===== config.mk =====
export PLATFORM = sky130hd
export DESIGN_NAME = crd_decoder
export DESIGN_NICKNAME = d
export VERILOG_FILES = /design/src/hdl/crd_pkg.sv /design/src/hdl/crd_decoder.sv
export VERILOG_INCLUDE_DIRS = /design/src /design/src/hdl
export SDC_FILE = /design/constraint.sdc
export NUM_CORES = 1
export LEC_CHECK = 0
export ABC_CLOCK_PERIOD_IN_PS = 9300
export BUFFER_PORTS_ARGS = -buffer_cell sky130_fd_sc_hd__clkbuf_2
export CAP_MARGIN = 20
export CORE_UTILIZATION = 54
export DETAILED_ROUTE_END_ITERATION = 10
export PLACE_DENSITY = 0.82
export RECOVER_POWER = 100
export SYNTH_ARGS = -nofsm -noshare
export SYNTH_HDL_FRONTEND = slang
export SYNTH_SLANG_ARGS = --single-unit

===== constraint.sdc =====
create_clock -name mclk_i -period 9.3 [get_ports mclk_i]
set_clock_uncertainty 0.2 [all_clocks]
set_input_delay 0.465 -clock mclk_i [delete_from_list [all_inputs] [get_ports mclk_i]]
set_output_delay 0.465 -clock mclk_i [all_outputs]
set_load 0.03 [all_outputs]

===== src/hdl/crd_consts.svh =====
// Constants for the clock ratio configuration decoder.
// Assumes the configuration word arrives with bit 0 as its most significant bit.
//
// Contract
// - Complexes zero and one take 0000 as first cluster PLL /1, 0001 as /2, 0100 as second /1.
// - Complexes two and three take 0000 as first /1, 0100 as second /1, 0101 as second /2.
// - Each complex decodes its own select field by the table of its pair.
// - Memory PLL uses the system reference clock when asynchronous, the platform when synchronous.
// - Asynchronous ratio codes in bits 10 to 14 give 5 to 20 to one; the rest are reserved.
// - In synchronous mode only code 0_0001 (one to one) is valid.
// - The block keeps a cutoff per asynchronous ratio and compares the reference with it.
// - In synchronous mode the memory bus clock is half the platform clock.
`ifndef CRD_CONSTS_SVH
`define CRD_CONSTS_SVH
`define CRD_AW 8
`define CRD_OFS_STAT 8'h00
`define CRD_OFS_REF 8'h04
`define CRD_OFS_LINK 8'h08
`define CRD_OFS_SRIOF 8'h0C
`define CRD_OFS_PLAT 8'h10
`define CRD_OFS_CHK 8'h14
`define CRD_SEL_BASE 64
`define CRD_SEL_W 4
`define CRD_SYNC_BIT 184
`define CRD_RATE_BIT 232
`define CRD_RSV_BIT 234
`define CRD_RAT_MSB 10
`define CRD_RAT_LSB 14
`define CRD_RNG_MSB 8
`define CRD_RNG_LSB 9
`define CRD_RNG_LO 2'h0
`define CRD_RNG_HI 2'h1
`define CRD_SEL_A1 4'h0
`define CRD_SEL_A2 4'h1
`define CRD_SEL_B1 4'h4
`define CRD_SEL_B2 4'h5
`define CRD_RAT_SYNC 5'h01
`define CRD_CUT_SYNC 16'h1770
`define CRD_PCIE_MHZ 32'h0000020F
`define CRD_PCIE_G1 32'h00000008
`define CRD_PCIE_G2 32'h00000004
`define CRD_SRIO_K 32'h0000010A
`define CRD_SRIO_SCALE 32'h00002710
`endif


===== src/hdl/crd_pkg.sv =====
// Types for the clock ratio configuration decoder.
// Frequencies: reference in 0.1 MHz units, platform and RapidIO in MHz.
package crd_pkg;
  typedef logic [15:0] crd_freq_t;
  typedef logic [11:0] crd_mhz_t;
  typedef struct packed {
    logic [3:0] srio_w;
    logic gen2;
    logic [4:0] pcie_w;
  } crd_link_t;
  typedef struct packed {
    logic done;
    logic [3:0] src;
    logic [3:0] div2;
    logic [3:0] sel_bad;
    logic sync;
    logic rate;
    logic rsv;
    logic [4:0] ratio;
    logic [1:0] rng;
    logic err;
    crd_freq_t ref_f;
    crd_link_t link;
    crd_mhz_t srio_f;
    crd_mhz_t plat_f;
    logic rng_exp;
    logic rng_bad;
    logic pcie_ok;
    logic srio_ok;
    logic [31:0] rdata;
  } crd_state_t;
endpackage : crd_pkg


===== src/hdl/crd_decoder.sv =====
// Clock ratio configuration decoder: turns the power-up word into clock selects.
// Assumes cfg_load_i pulses once while the word is stable; later pulses are ignored.
//
// Local design decisions: the register addresses and the plain strobed port.
`timescale 1ns/1ps
`include "crd_consts.svh"
module crd_decoder (
  input wire logic mclk_i, // 200 MHz clock
  input wire logic rst_i, // Async reset, high
  input wire logic [0:255] reset_configuration_word_i, // Latched word
  input wire logic cfg_load_i, // Capture strobe
  input wire logic [`CRD_AW-1:0] addr_i, // Register address
  input wire logic [31:0] wdata_i, // Write data
  input wire logic wr_i, // Write strobe
  input wire logic rd_i, // Read strobe
  output logic [31:0] rdata_o, // Read data
  output logic decoded_o, // Word captured
  output logic [3:0] core_src_second_o, // Complex uses second cluster
  output logic [3:0] core_div2_o, // Complex divides by two
  output logic mem_sync_o, // Memory PLL from platform
  output logic [4:0] mem_ratio_o, // Memory ratio code
  output logic mem_range_o, // Memory PLL upper range
  output logic mem_bus_half_plat_o, // Bus clock is platform /2
  output logic cfg_err_o // Reserved code seen
);
  crd_pkg::crd_state_t s_reg;
  crd_pkg::crd_state_t s_next;
  logic [3:0] dec_second;
  logic [3:0] dec_div2;
  logic [3:0] dec_bad;
  logic [4:0] w_ratio;
  logic w_sync;
  logic w_rate;
  logic w_rsv;
  logic [1:0] w_rng;

  assign w_ratio = reset_configuration_word_i[`CRD_RAT_MSB:`CRD_RAT_LSB];
  assign w_sync = reset_configuration_word_i[`CRD_SYNC_BIT];
  assign w_rate = reset_configuration_word_i[`CRD_RATE_BIT];
  assign w_rsv = reset_configuration_word_i[`CRD_RSV_BIT];
  assign w_rng = reset_configuration_word_i[`CRD_RNG_MSB:`CRD_RNG_LSB];

  // Per-complex select decode; upper pair uses its own table
  for (genvar i = 0; i < 4; i++) begin : g_cc
    logic [`CRD_SEL_W-1:0] fld;
    assign fld = reset_configuration_word_i[`CRD_SEL_BASE + i*`CRD_SEL_W +: `CRD_SEL_W];
    always_comb begin
      dec_second[i] = 1'b0;
      dec_div2[i] = 1'b0;
      dec_bad[i] = 1'b0;
      if (i < 2) begin
        case (fld)
          `CRD_SEL_A1: dec_bad[i] = 1'b0;
          `CRD_SEL_A2: dec_div2[i] = 1'b1;
          `CRD_SEL_B1: dec_second[i] = 1'b1;
          default: dec_bad[i] = 1'b1;
        endcase
      end else begin
        case (fld)
          `CRD_SEL_A1: dec_bad[i] = 1'b0;
          `CRD_SEL_B1: dec_second[i] = 1'b1;
          `CRD_SEL_B2: begin
            dec_second[i] = 1'b1;
            dec_div2[i] = 1'b1;
          end
          default: dec_bad[i] = 1'b1;
        endcase
      end
    end
  end

  // Cutoff in 0.1 MHz units; bit 16 flags a supported code
  function automatic logic [16:0] cutoff(input logic [4:0] code, input logic sync);
    logic [16:0] r;
    r = 17'h00000;
    if (sync) begin
      if (code == `CRD_RAT_SYNC) r = {1'b1, `CRD_CUT_SYNC};
    end else begin
      case (code)
        5'h05: r = {1'b1, 16'h03C7};
        5'h06: r = {1'b1, 16'h0326};
        5'h08: r = {1'b1, 16'h04B9};
        5'h09: r = {1'b1, 16'h0432};
        5'h0A: r = {1'b1, 16'h03C7};
        5'h0C: r = {1'b1, 16'h0326};
        5'h0D: r = {1'b1, 16'h02E8};
        5'h10: r = {1'b1, 16'h025C};
        5'h12: r = {1'b1, 16'h0219};
        5'h13: r = {1'b1, 16'h01FD};
        5'h14: r = {1'b1, 16'h01E4};
        default: r = 17'h00000;
      endcase
    end
    return r;
  endfunction : cutoff

  logic [16:0] cut;
  logic [31:0] pcie_need;
  logic [31:0] pcie_have;
  logic [31:0] srio_need;
  logic [31:0] srio_have;

  always_comb begin
    s_next = s_reg;
    s_next.rdata = 32'h00000000;
    // Capture only once; a second strobe cannot change clocks in flight
    if (cfg_load_i && !s_reg.done) begin
      s_next.done = 1'b1;
      s_next.src = dec_second;
      s_next.div2 = dec_div2;
      s_next.sel_bad = dec_bad;
      s_next.sync = w_sync;
      s_next.rate = w_rate;
      s_next.rsv = w_rsv;
      s_next.ratio = w_ratio;
      s_next.rng = w_rng;
    end
    if (wr_i) begin
      case (addr_i)
        `CRD_OFS_REF: s_next.ref_f = crd_pkg::crd_freq_t'(wdata_i[$bits(crd_pkg::crd_freq_t)-1:0]);
        `CRD_OFS_LINK: s_next.link = crd_pkg::crd_link_t'(wdata_i[$bits(crd_pkg::crd_link_t)-1:0]);
        `CRD_OFS_SRIOF: s_next.srio_f = wdata_i[$bits(crd_pkg::crd_mhz_t)-1:0];
        `CRD_OFS_PLAT: s_next.plat_f = crd_pkg::crd_mhz_t'(wdata_i[$bits(crd_pkg::crd_mhz_t)-1:0]);
        default: s_next.rdata = 32'h00000000;
      endcase
    end
    cut = cutoff(s_next.ratio, s_next.sync);
    // Reference compared is ref_f in both modes, also when synchronous; plat_f feeds only the link checks
    s_next.rng_exp = cut[16] && (s_next.ref_f > cut[15:0]);
    s_next.rng_bad = s_next.done &&
      (s_next.rng != (s_next.rng_exp ? `CRD_RNG_HI : `CRD_RNG_LO));
    s_next.err = s_next.done && ((|s_next.sel_bad) || !cut[16] || s_next.rsv ||
      (s_next.sync != s_next.rate) || s_next.rng[1]);
    // Width is the widest trained port; software supplies it
    pcie_need = `CRD_PCIE_MHZ * {27'h0000000, s_next.link.pcie_w};
    pcie_have = {20'h00000, s_next.plat_f} * (s_next.link.gen2 ? `CRD_PCIE_G2 : `CRD_PCIE_G1);
    s_next.pcie_ok = pcie_have >= pcie_need;
    // 2 x 0.8512 / 64 scaled by 10000 gives 266
    srio_need = `CRD_SRIO_K * {20'h00000, s_next.srio_f} * {28'h0000000, s_next.link.srio_w};
    srio_have = `CRD_SRIO_SCALE * {20'h00000, s_next.plat_f};
    s_next.srio_ok = srio_have >= srio_need;
    if (rd_i) begin
      case (addr_i)
        `CRD_OFS_STAT: s_next.rdata = {10'h000, s_reg.done, s_reg.err, s_reg.rng,
          s_reg.sync, s_reg.ratio, s_reg.sel_bad, s_reg.div2, s_reg.src};
        `CRD_OFS_REF: s_next.rdata = {16'h0000, s_reg.ref_f};
        `CRD_OFS_LINK: s_next.rdata = {22'h000000, s_reg.link};
        `CRD_OFS_SRIOF: s_next.rdata = {20'h00000, s_reg.srio_f};
        `CRD_OFS_PLAT: s_next.rdata = {20'h00000, s_reg.plat_f};
        `CRD_OFS_CHK: s_next.rdata = {28'h0000000, s_reg.srio_ok, s_reg.pcie_ok,
          s_reg.rng_bad, s_reg.rng_exp};
        default: s_next.rdata = 32'h00000000;
      endcase
    end
  end

  always_ff @(posedge mclk_i or posedge rst_i) begin
    if (rst_i) begin
      s_reg <= '0;
    end else begin
      s_reg <= s_next;
    end
  end

  assign rdata_o = s_reg.rdata;
  assign decoded_o = s_reg.done;
  assign core_src_second_o = s_reg.src;
  assign core_div2_o = s_reg.div2;
  assign mem_sync_o = s_reg.sync;
  assign mem_ratio_o = s_reg.ratio;
  assign mem_range_o = s_reg.rng_exp;
  assign mem_bus_half_plat_o = s_reg.sync;
  assign cfg_err_o = s_reg.err;

  property p_sel_low;
    @(posedge mclk_i) disable iff (rst_i)
    cfg_load_i && !decoded_o &&
    reset_configuration_word_i[`CRD_SEL_BASE + `CRD_SEL_W +: `CRD_SEL_W] == `CRD_SEL_A2
    |=> core_div2_o[1] && !core_src_second_o[1];
  endproperty
  a_sel_low: assert property (p_sel_low) else $error("low pair divide code wrong");

  property p_sel_high;
    @(posedge mclk_i) disable iff (rst_i)
    cfg_load_i && !decoded_o &&
    reset_configuration_word_i[`CRD_SEL_BASE + 3*`CRD_SEL_W +: `CRD_SEL_W] == `CRD_SEL_B2
    |=> core_div2_o[3] && core_src_second_o[3];
  endproperty
  a_sel_high: assert property (p_sel_high) else $error("high pair divide code wrong");

  property p_sel_hold;
    @(posedge mclk_i) disable iff (rst_i)
    decoded_o |=> $stable(core_src_second_o) && $stable(core_div2_o);
  endproperty
  a_sel_hold: assert property (p_sel_hold) else $error("selects changed after capture");

  property p_sync_src;
    @(posedge mclk_i) disable iff (rst_i)
    cfg_load_i && !decoded_o |=> mem_sync_o == $past(reset_configuration_word_i[`CRD_SYNC_BIT]);
  endproperty
  a_sync_src: assert property (p_sync_src) else $error("memory source not captured");

  property p_async_bad;
    @(posedge mclk_i) disable iff (rst_i)
    decoded_o && !mem_sync_o && mem_ratio_o == 5'h07 |-> cfg_err_o;
  endproperty
  a_async_bad: assert property (p_async_bad) else $error("reserved ratio accepted");

  property p_sync_bad;
    @(posedge mclk_i) disable iff (rst_i)
    decoded_o && mem_sync_o && mem_ratio_o != `CRD_RAT_SYNC |-> cfg_err_o;
  endproperty
  a_sync_bad: assert property (p_sync_bad) else $error("sync ratio not flagged");

  property p_cut_8;
    @(posedge mclk_i) disable iff (rst_i)
    decoded_o && !mem_sync_o && mem_ratio_o == 5'h08 && s_reg.ref_f == 16'h04B9
    |-> !mem_range_o;
  endproperty
  a_cut_8: assert property (p_cut_8) else $error("cutoff at 120.9 MHz wrong");

  property p_half;
    @(posedge mclk_i) disable iff (rst_i)
    cfg_load_i && !decoded_o |=>
    mem_bus_half_plat_o == $past(reset_configuration_word_i[`CRD_SYNC_BIT]);
  endproperty
  a_half: assert property (p_half) else $error("bus half-rate select wrong");

  property p_mismatch;
    @(posedge mclk_i) disable iff (rst_i)
    decoded_o && mem_sync_o != s_reg.rate ##1 1'b1 |-> cfg_err_o;
  endproperty
  a_mismatch: assert property (p_mismatch) else $error("mode bits disagree unflagged");
endmodule : crd_decoder


## After elaboration in Yosys (flattened, before gate mapping)

Memory sizes are Yosys's and may differ from the RTL's.
Cells that the tools add are included.

| storage, ports and cells | value |
|---|---|
| bits in registers | 110 |
| memory bits (read-only) | 384 |
| input bits | 301 |
| word-level logic and storage cells | 92 |
| memories | 1 |

| cells by class | value |
|---|---|
| $mul | 5 |
| $lt $le $gt $ge | 3 |
| equal/unequal tests | 16 |
| multiplexer cells | 24 |
| reduce and logical (&&, ||, !) cells | 22 |

Memory list:

| memory | depth | width | read ports | clocked after Yosys merged registers in | wr ports | RTL line | source |
|---|---|---|---|---|---|---|---|
| (name not given) | 32 | 12 | 1 | 0 | 0 | crd_decoder.sv:79 | `case (code)` |

Operators by type and width:

| kind | number |
|---|---|
| one-hot mux 22 bit (6 select lines) | 1 |
| 2-to-1 mux 50 bit | 1 |
| 2-to-1 mux 17 bit | 2 |
| greater-or-equal comparator 26 x 25 -> 1 bit | 1 |
| equality test 4 x 3 -> 1 bit, second input constant | 6 |
| multiplier 20 x 4 -> 24 bit | 1 |
| 2-to-1 mux 12 bit | 2 |
| 2-to-1 mux 23 bit | 1 |
| multiplier 10 x 12 -> 22 bit, first input constant | 1 |
| 2-to-1 mux 22 bit | 1 |
| multiplier 8 x 12 -> 20 bit, first input constant | 1 |
| equality test 8 x 4 -> 1 bit, second input constant | 2 |
| equality test 8 x 5 -> 1 bit, second input constant | 2 |
| greater-or-equal comparator 16 x 15 -> 1 bit | 1 |
| > comparator 16 bit | 1 |
| logical NOT 4 bit | 4 |
| multiplier 12 x 4 -> 16 bit | 1 |
| 2-to-1 mux 16 bit | 1 |
| multiplier 10 x 5 -> 15 bit, first input constant | 1 |
| 2-to-1 mux 1 bit | 13 |
| OR reduction 3 bit | 4 |
| 2-to-1 mux 10 bit | 1 |
| equality test 4 x 1 -> 1 bit, second input constant | 2 |
| equality test 8 x 3 -> 1 bit, second input constant | 1 |
| 10 further kinds | 18 |

## Longest topological paths before layout

| logic depth | value |
|---|---|
| depth after elaboration | 13 |
| mapped depth | 35 |

## Worst setup path after synthesis

No wires, ideal clock.

| path | value |
|---|---|
| path kind | input to register |
| start | in addr_i[5] |
| end | reg s_reg[32] in the netlist's numbering |
| library setup time | 124 ps |
| arrival | 7933 ps |
| setup slack | 1043 ps |
| cell stages on the path | 33 |
| path through | nor4_2 > nand4_1 > buf_2 > mux2i_1 > inv_1 > ha_1 > inv_1 > fa_1 > inv_1 > ha_1 > ha_1 > nand2_1 > o21ai_0 > o22ai_1 > o31a_1 > a211oi_2 > mux2i_1 > fa_1 > inv_1 > fa_1 > inv_1 > ha_1 > and2_1 > and3_1 > a41o_1 > a211o_1 > a21oi_1 > xor2_1 > ha_1 > a21o_1 > a221oi_1 > o211ai_1 > a211o_1 |

RTL lines:

| item | RTL line | source |
|---|---|---|
| start: declaration | crd_decoder.sv:12 | `` input wire logic [`CRD_AW-1:0] addr_i, `` |
| end signal: assignment | crd_decoder.sv:161 | `s_reg <= s_next;` |
| end: declaration | crd_decoder.sv:26 | `crd_pkg::crd_state_t s_reg;` |

==> flow_metrics.tcl <==
set metrics [dict create \
    cp-start-kind "input port" \
    pre_cts_ws_ns 0.2645 \
    n_fill_cell 2007 \
    yosysSeqAreaShare_pct 19.90 \
    hpwl_um 24330 \
    slowest_delay_ns 0.58 \
    nets 2047 \
    hold_viol 0 \
    crit_type "input port to register" \
    worstReg2RegStart "s_reg[49]$_DFF_PP0_" \
    largest_reg_flops 61 \
    critPathRequiredTime_ns 9.31 \
    grt_antenna_before_repair 2 \
    slew-limit-headroom_pct -167.5 \
    die_h_um 154.6 \
    crit_fanout 12 \
    leakagePower_uw 0.007423 \
    fin_crit_ns 8.730 \
    cp_data_arrival_time_ns 8.74 \
    syn_inst 1379 \
    synth_area_per_cell_um2 9.120 \
    grt_pass1_vias 10250 \
    syn-cell-area_um2 12580 \
    htree_levels 3 \
    p_per_area_nw_per_um2 102.9 \
    worst-slew-pin-transition_ns 4.013 \
    clk_latency_ns 0.35 \
    dieArea_um2 23900 \
    drcViolationCount 0 \
    fin_ws_ns 0.5700 \
    ir_worst_vdd_mv 0.1051 \
    rows 55 \
    violations "capacitance limit, slew limit" \
    synth.distinct_cells 73 \
    whs_endpoint "core_src_second_o[3]$_DFFE_PP0P_" \
    ys_ff_latch 100 \
    setup_viol 0 \
    regArea_um2 2502 \
    synth_edf_count 0 \
    cpMaxStageDelayCell "fa_1" \
    drive_gt1_share_pct 6.772 \
    port_buffers 94 \
    area_growth_syn_to_layout_pct 6.447 \
    power.total_uw 1377 \
    drt-pass1-iter-count 6 \
    cts.path.max_buffers 2 \
    endpoint_kind "register" \
    reg2reg_to "s_reg[32]$_DFF_PP0_" \
    core_area_um2 22710 \
    multi_input_area_um2 8929 \
    grt_pass1_wl_um 49210 \
    fin_util_pct 58.95 \
    ant_nets 0 \
    gp_congestion 0.9057 \
    hold_ws_ns 0.1622 \
    cap_violations 2 \
    vias 10300 \
    numCtsBuffers 9 \
    cts_tree "yes" \
    clockRootBuffer "clkbuf_16" \
    yosys_warnings 0 \
    rrSetupSlack_ns 1.28 \
    synth_area_leaders "ha_1 22%, dfrtp_1 20%, fa_1 11%" \
    grt_max_degree 83 \
    grt_overflow 0 \
    worstSetupStartpoint "addr_i[5]" \
    min-delay-path-class "input port to register" \
    cts_sinks 100 \
    fin_tns_setup_ns 0 \
    drtIter0Drc 937 \
    hold_path_depth 3 \
    worstRegToRegCells 30 \
    synth_top_area_share_pct 21.79 \
    min_from "reset_configuration_word_i[77]" \
    fmax_mhz 114.5 \
    initial_core_util_pct 55.38 \
    async_flop_share_pct 100.0 \
    synth_flop_cell "dfrtp_1" \
    grt_util_all_layers_pct 25.43 \
    yosysTopAreaCell "ha_1" \
    vias_per_cell 5.883 \
    die_x_um 154.6 \
    rsz0062_at_grt "no" \
    clkTransAtPathRegs_ns 0.07 \
    min_period_over_period_pct 93.87 \
    report.final.slew_viol_count 95 \
    wl_per_cell_um 17.14 \
    status "complete, but fails checks" \
    drt-total-wl_um 30000 \
    ios 351 \
]
==> logic make-up after synthesis <==
logic type                 Yosys count  synth area share [%]
AOI/OAI and AO/OA                  262                 14.06
xor gates and xnor gates            58                 4.039
adders and majority gates          289                 32.93
buffers and inverters              266                 9.412
DFF                                100                 19.90
muxes                               85                 7.193
other                                1               0.02982
and+or+nand+nor                    318                 12.44
==> layer usage <==
metal	track usage [%]	vias up	wire (um)
li1	-	4877	-
met2	44.73	372	14670
met1	32.91	4979	12920
met3	1.765	67	1510
met5	0	-	0
met4	9.147	0	888
==> where the power goes <==
group	total, uW	leakage, uW	switching, uW	internal (uW)
clock network	410	0.000152	173	237
logic	489	0.00593	297	193
registers	477	0.00134	17.8	459
==> timing repair <==
item,4_1_cts,5_1_grt
setup endpoints to repair,0,1
setup buffers,0,0
endpoints found under the hold margin,18,0
resized for setup,0,1
hold buffers,1,0
==> worst max-delay path: cells and delay by family <==
kind | cells | cell delay (ns)
AOI/OAI and AO/OA | 9 | 1.89
muxes | 1 | 0.53
buffers and inverters | 6 | 0.73
adders and majority gates | 7 | 2.82
xor gates and xnor gates | 2 | 0.47
and+or+nand+nor | 8 | 1.82
==> stage by stage <==
| stage | instance area (um2) | instances |
|---|---|---|
| detailed placement | 13200 | 1728 |
| floorplan | 12650 | 1399 |
| CTS | 13540 | 1745 |
| global route | 13380 | 1749 |
| global placement | 13200 | 1728 |
| finish | 13390 | 1750 |
==> cell type report <==
cell class / count / share of cell area (%)
tap: 285 / 2.664
multi-input combinational: 1033 / 66.70
clock inverter: 7 / 0.7290
clock buffer: 9 / 1.682
antenna: 3 / 0.05608
sequential: 100 / 18.69
inverter: 192 / 5.393
timing repair buffer: 121 / 4.084
==> worst max-delay path by stage <==
stage	to	cells past startpoint
2_1_floorplan	s_reg[32]$_DFF_PP0_	33
3_3_place_gp	s_reg[32]$_DFF_PP0_	31
3_5_place_dp	s_reg[32]$_DFF_PP0_	31
4_1_cts	s_reg[32]$_DFF_PP0_	31
5_1_grt	s_reg[32]$_DFF_PP0_	34
6_report	s_reg[32]$_DFF_PP0_	33
==> layout by cell type (no fill, tap or decap), types with 10 or more instances in the layout <==
master    Yosys  layout
nand2_1      93      93
clkbuf_1     20      63
mux2_1        0      26
nand4_1      12      13
ha_1        219     219
mux2i_1      48      51
nand2b_1     16      16
o21ai_0      48      48
conb_1        1      21
nor2_1       81      81
and3_1       12      12
a21oi_1      69      69
xor2_1       23      23
nor3_1       30      31
fa_1         70      70
inv_1       183     183
nand3_1      24      25
a22oi_1      10      10
xnor2_1      35      35
o211ai_1     14      14
dfrtp_1     100     100
a21o_1       33      33
a222oi_1     12      12
clkbuf_2      0      51
==> synthesized netlist by cell type (8+ instances only) <==
cell type  instances
o21ai_0           48
o21a_1             8
a21oi_1           69
clkbuf_1          20
nand3_1           24
a222oi_1          12
mux2_2            34
nor2_1            81
nand2_1           93
nand4_1           12
buf_4             46
a22oi_1           10
xor2_1            23
nor2b_1            9
a21o_1            33
nand2b_1          16
xnor2_1           35
dfrtp_1          100
and3_1            12
a211o_1            8
fa_1              70
mux2i_1           48
ha_1             219
inv_1            183
nor3_1            30
o211ai_1          14
(Power assumes the default switching activity.)
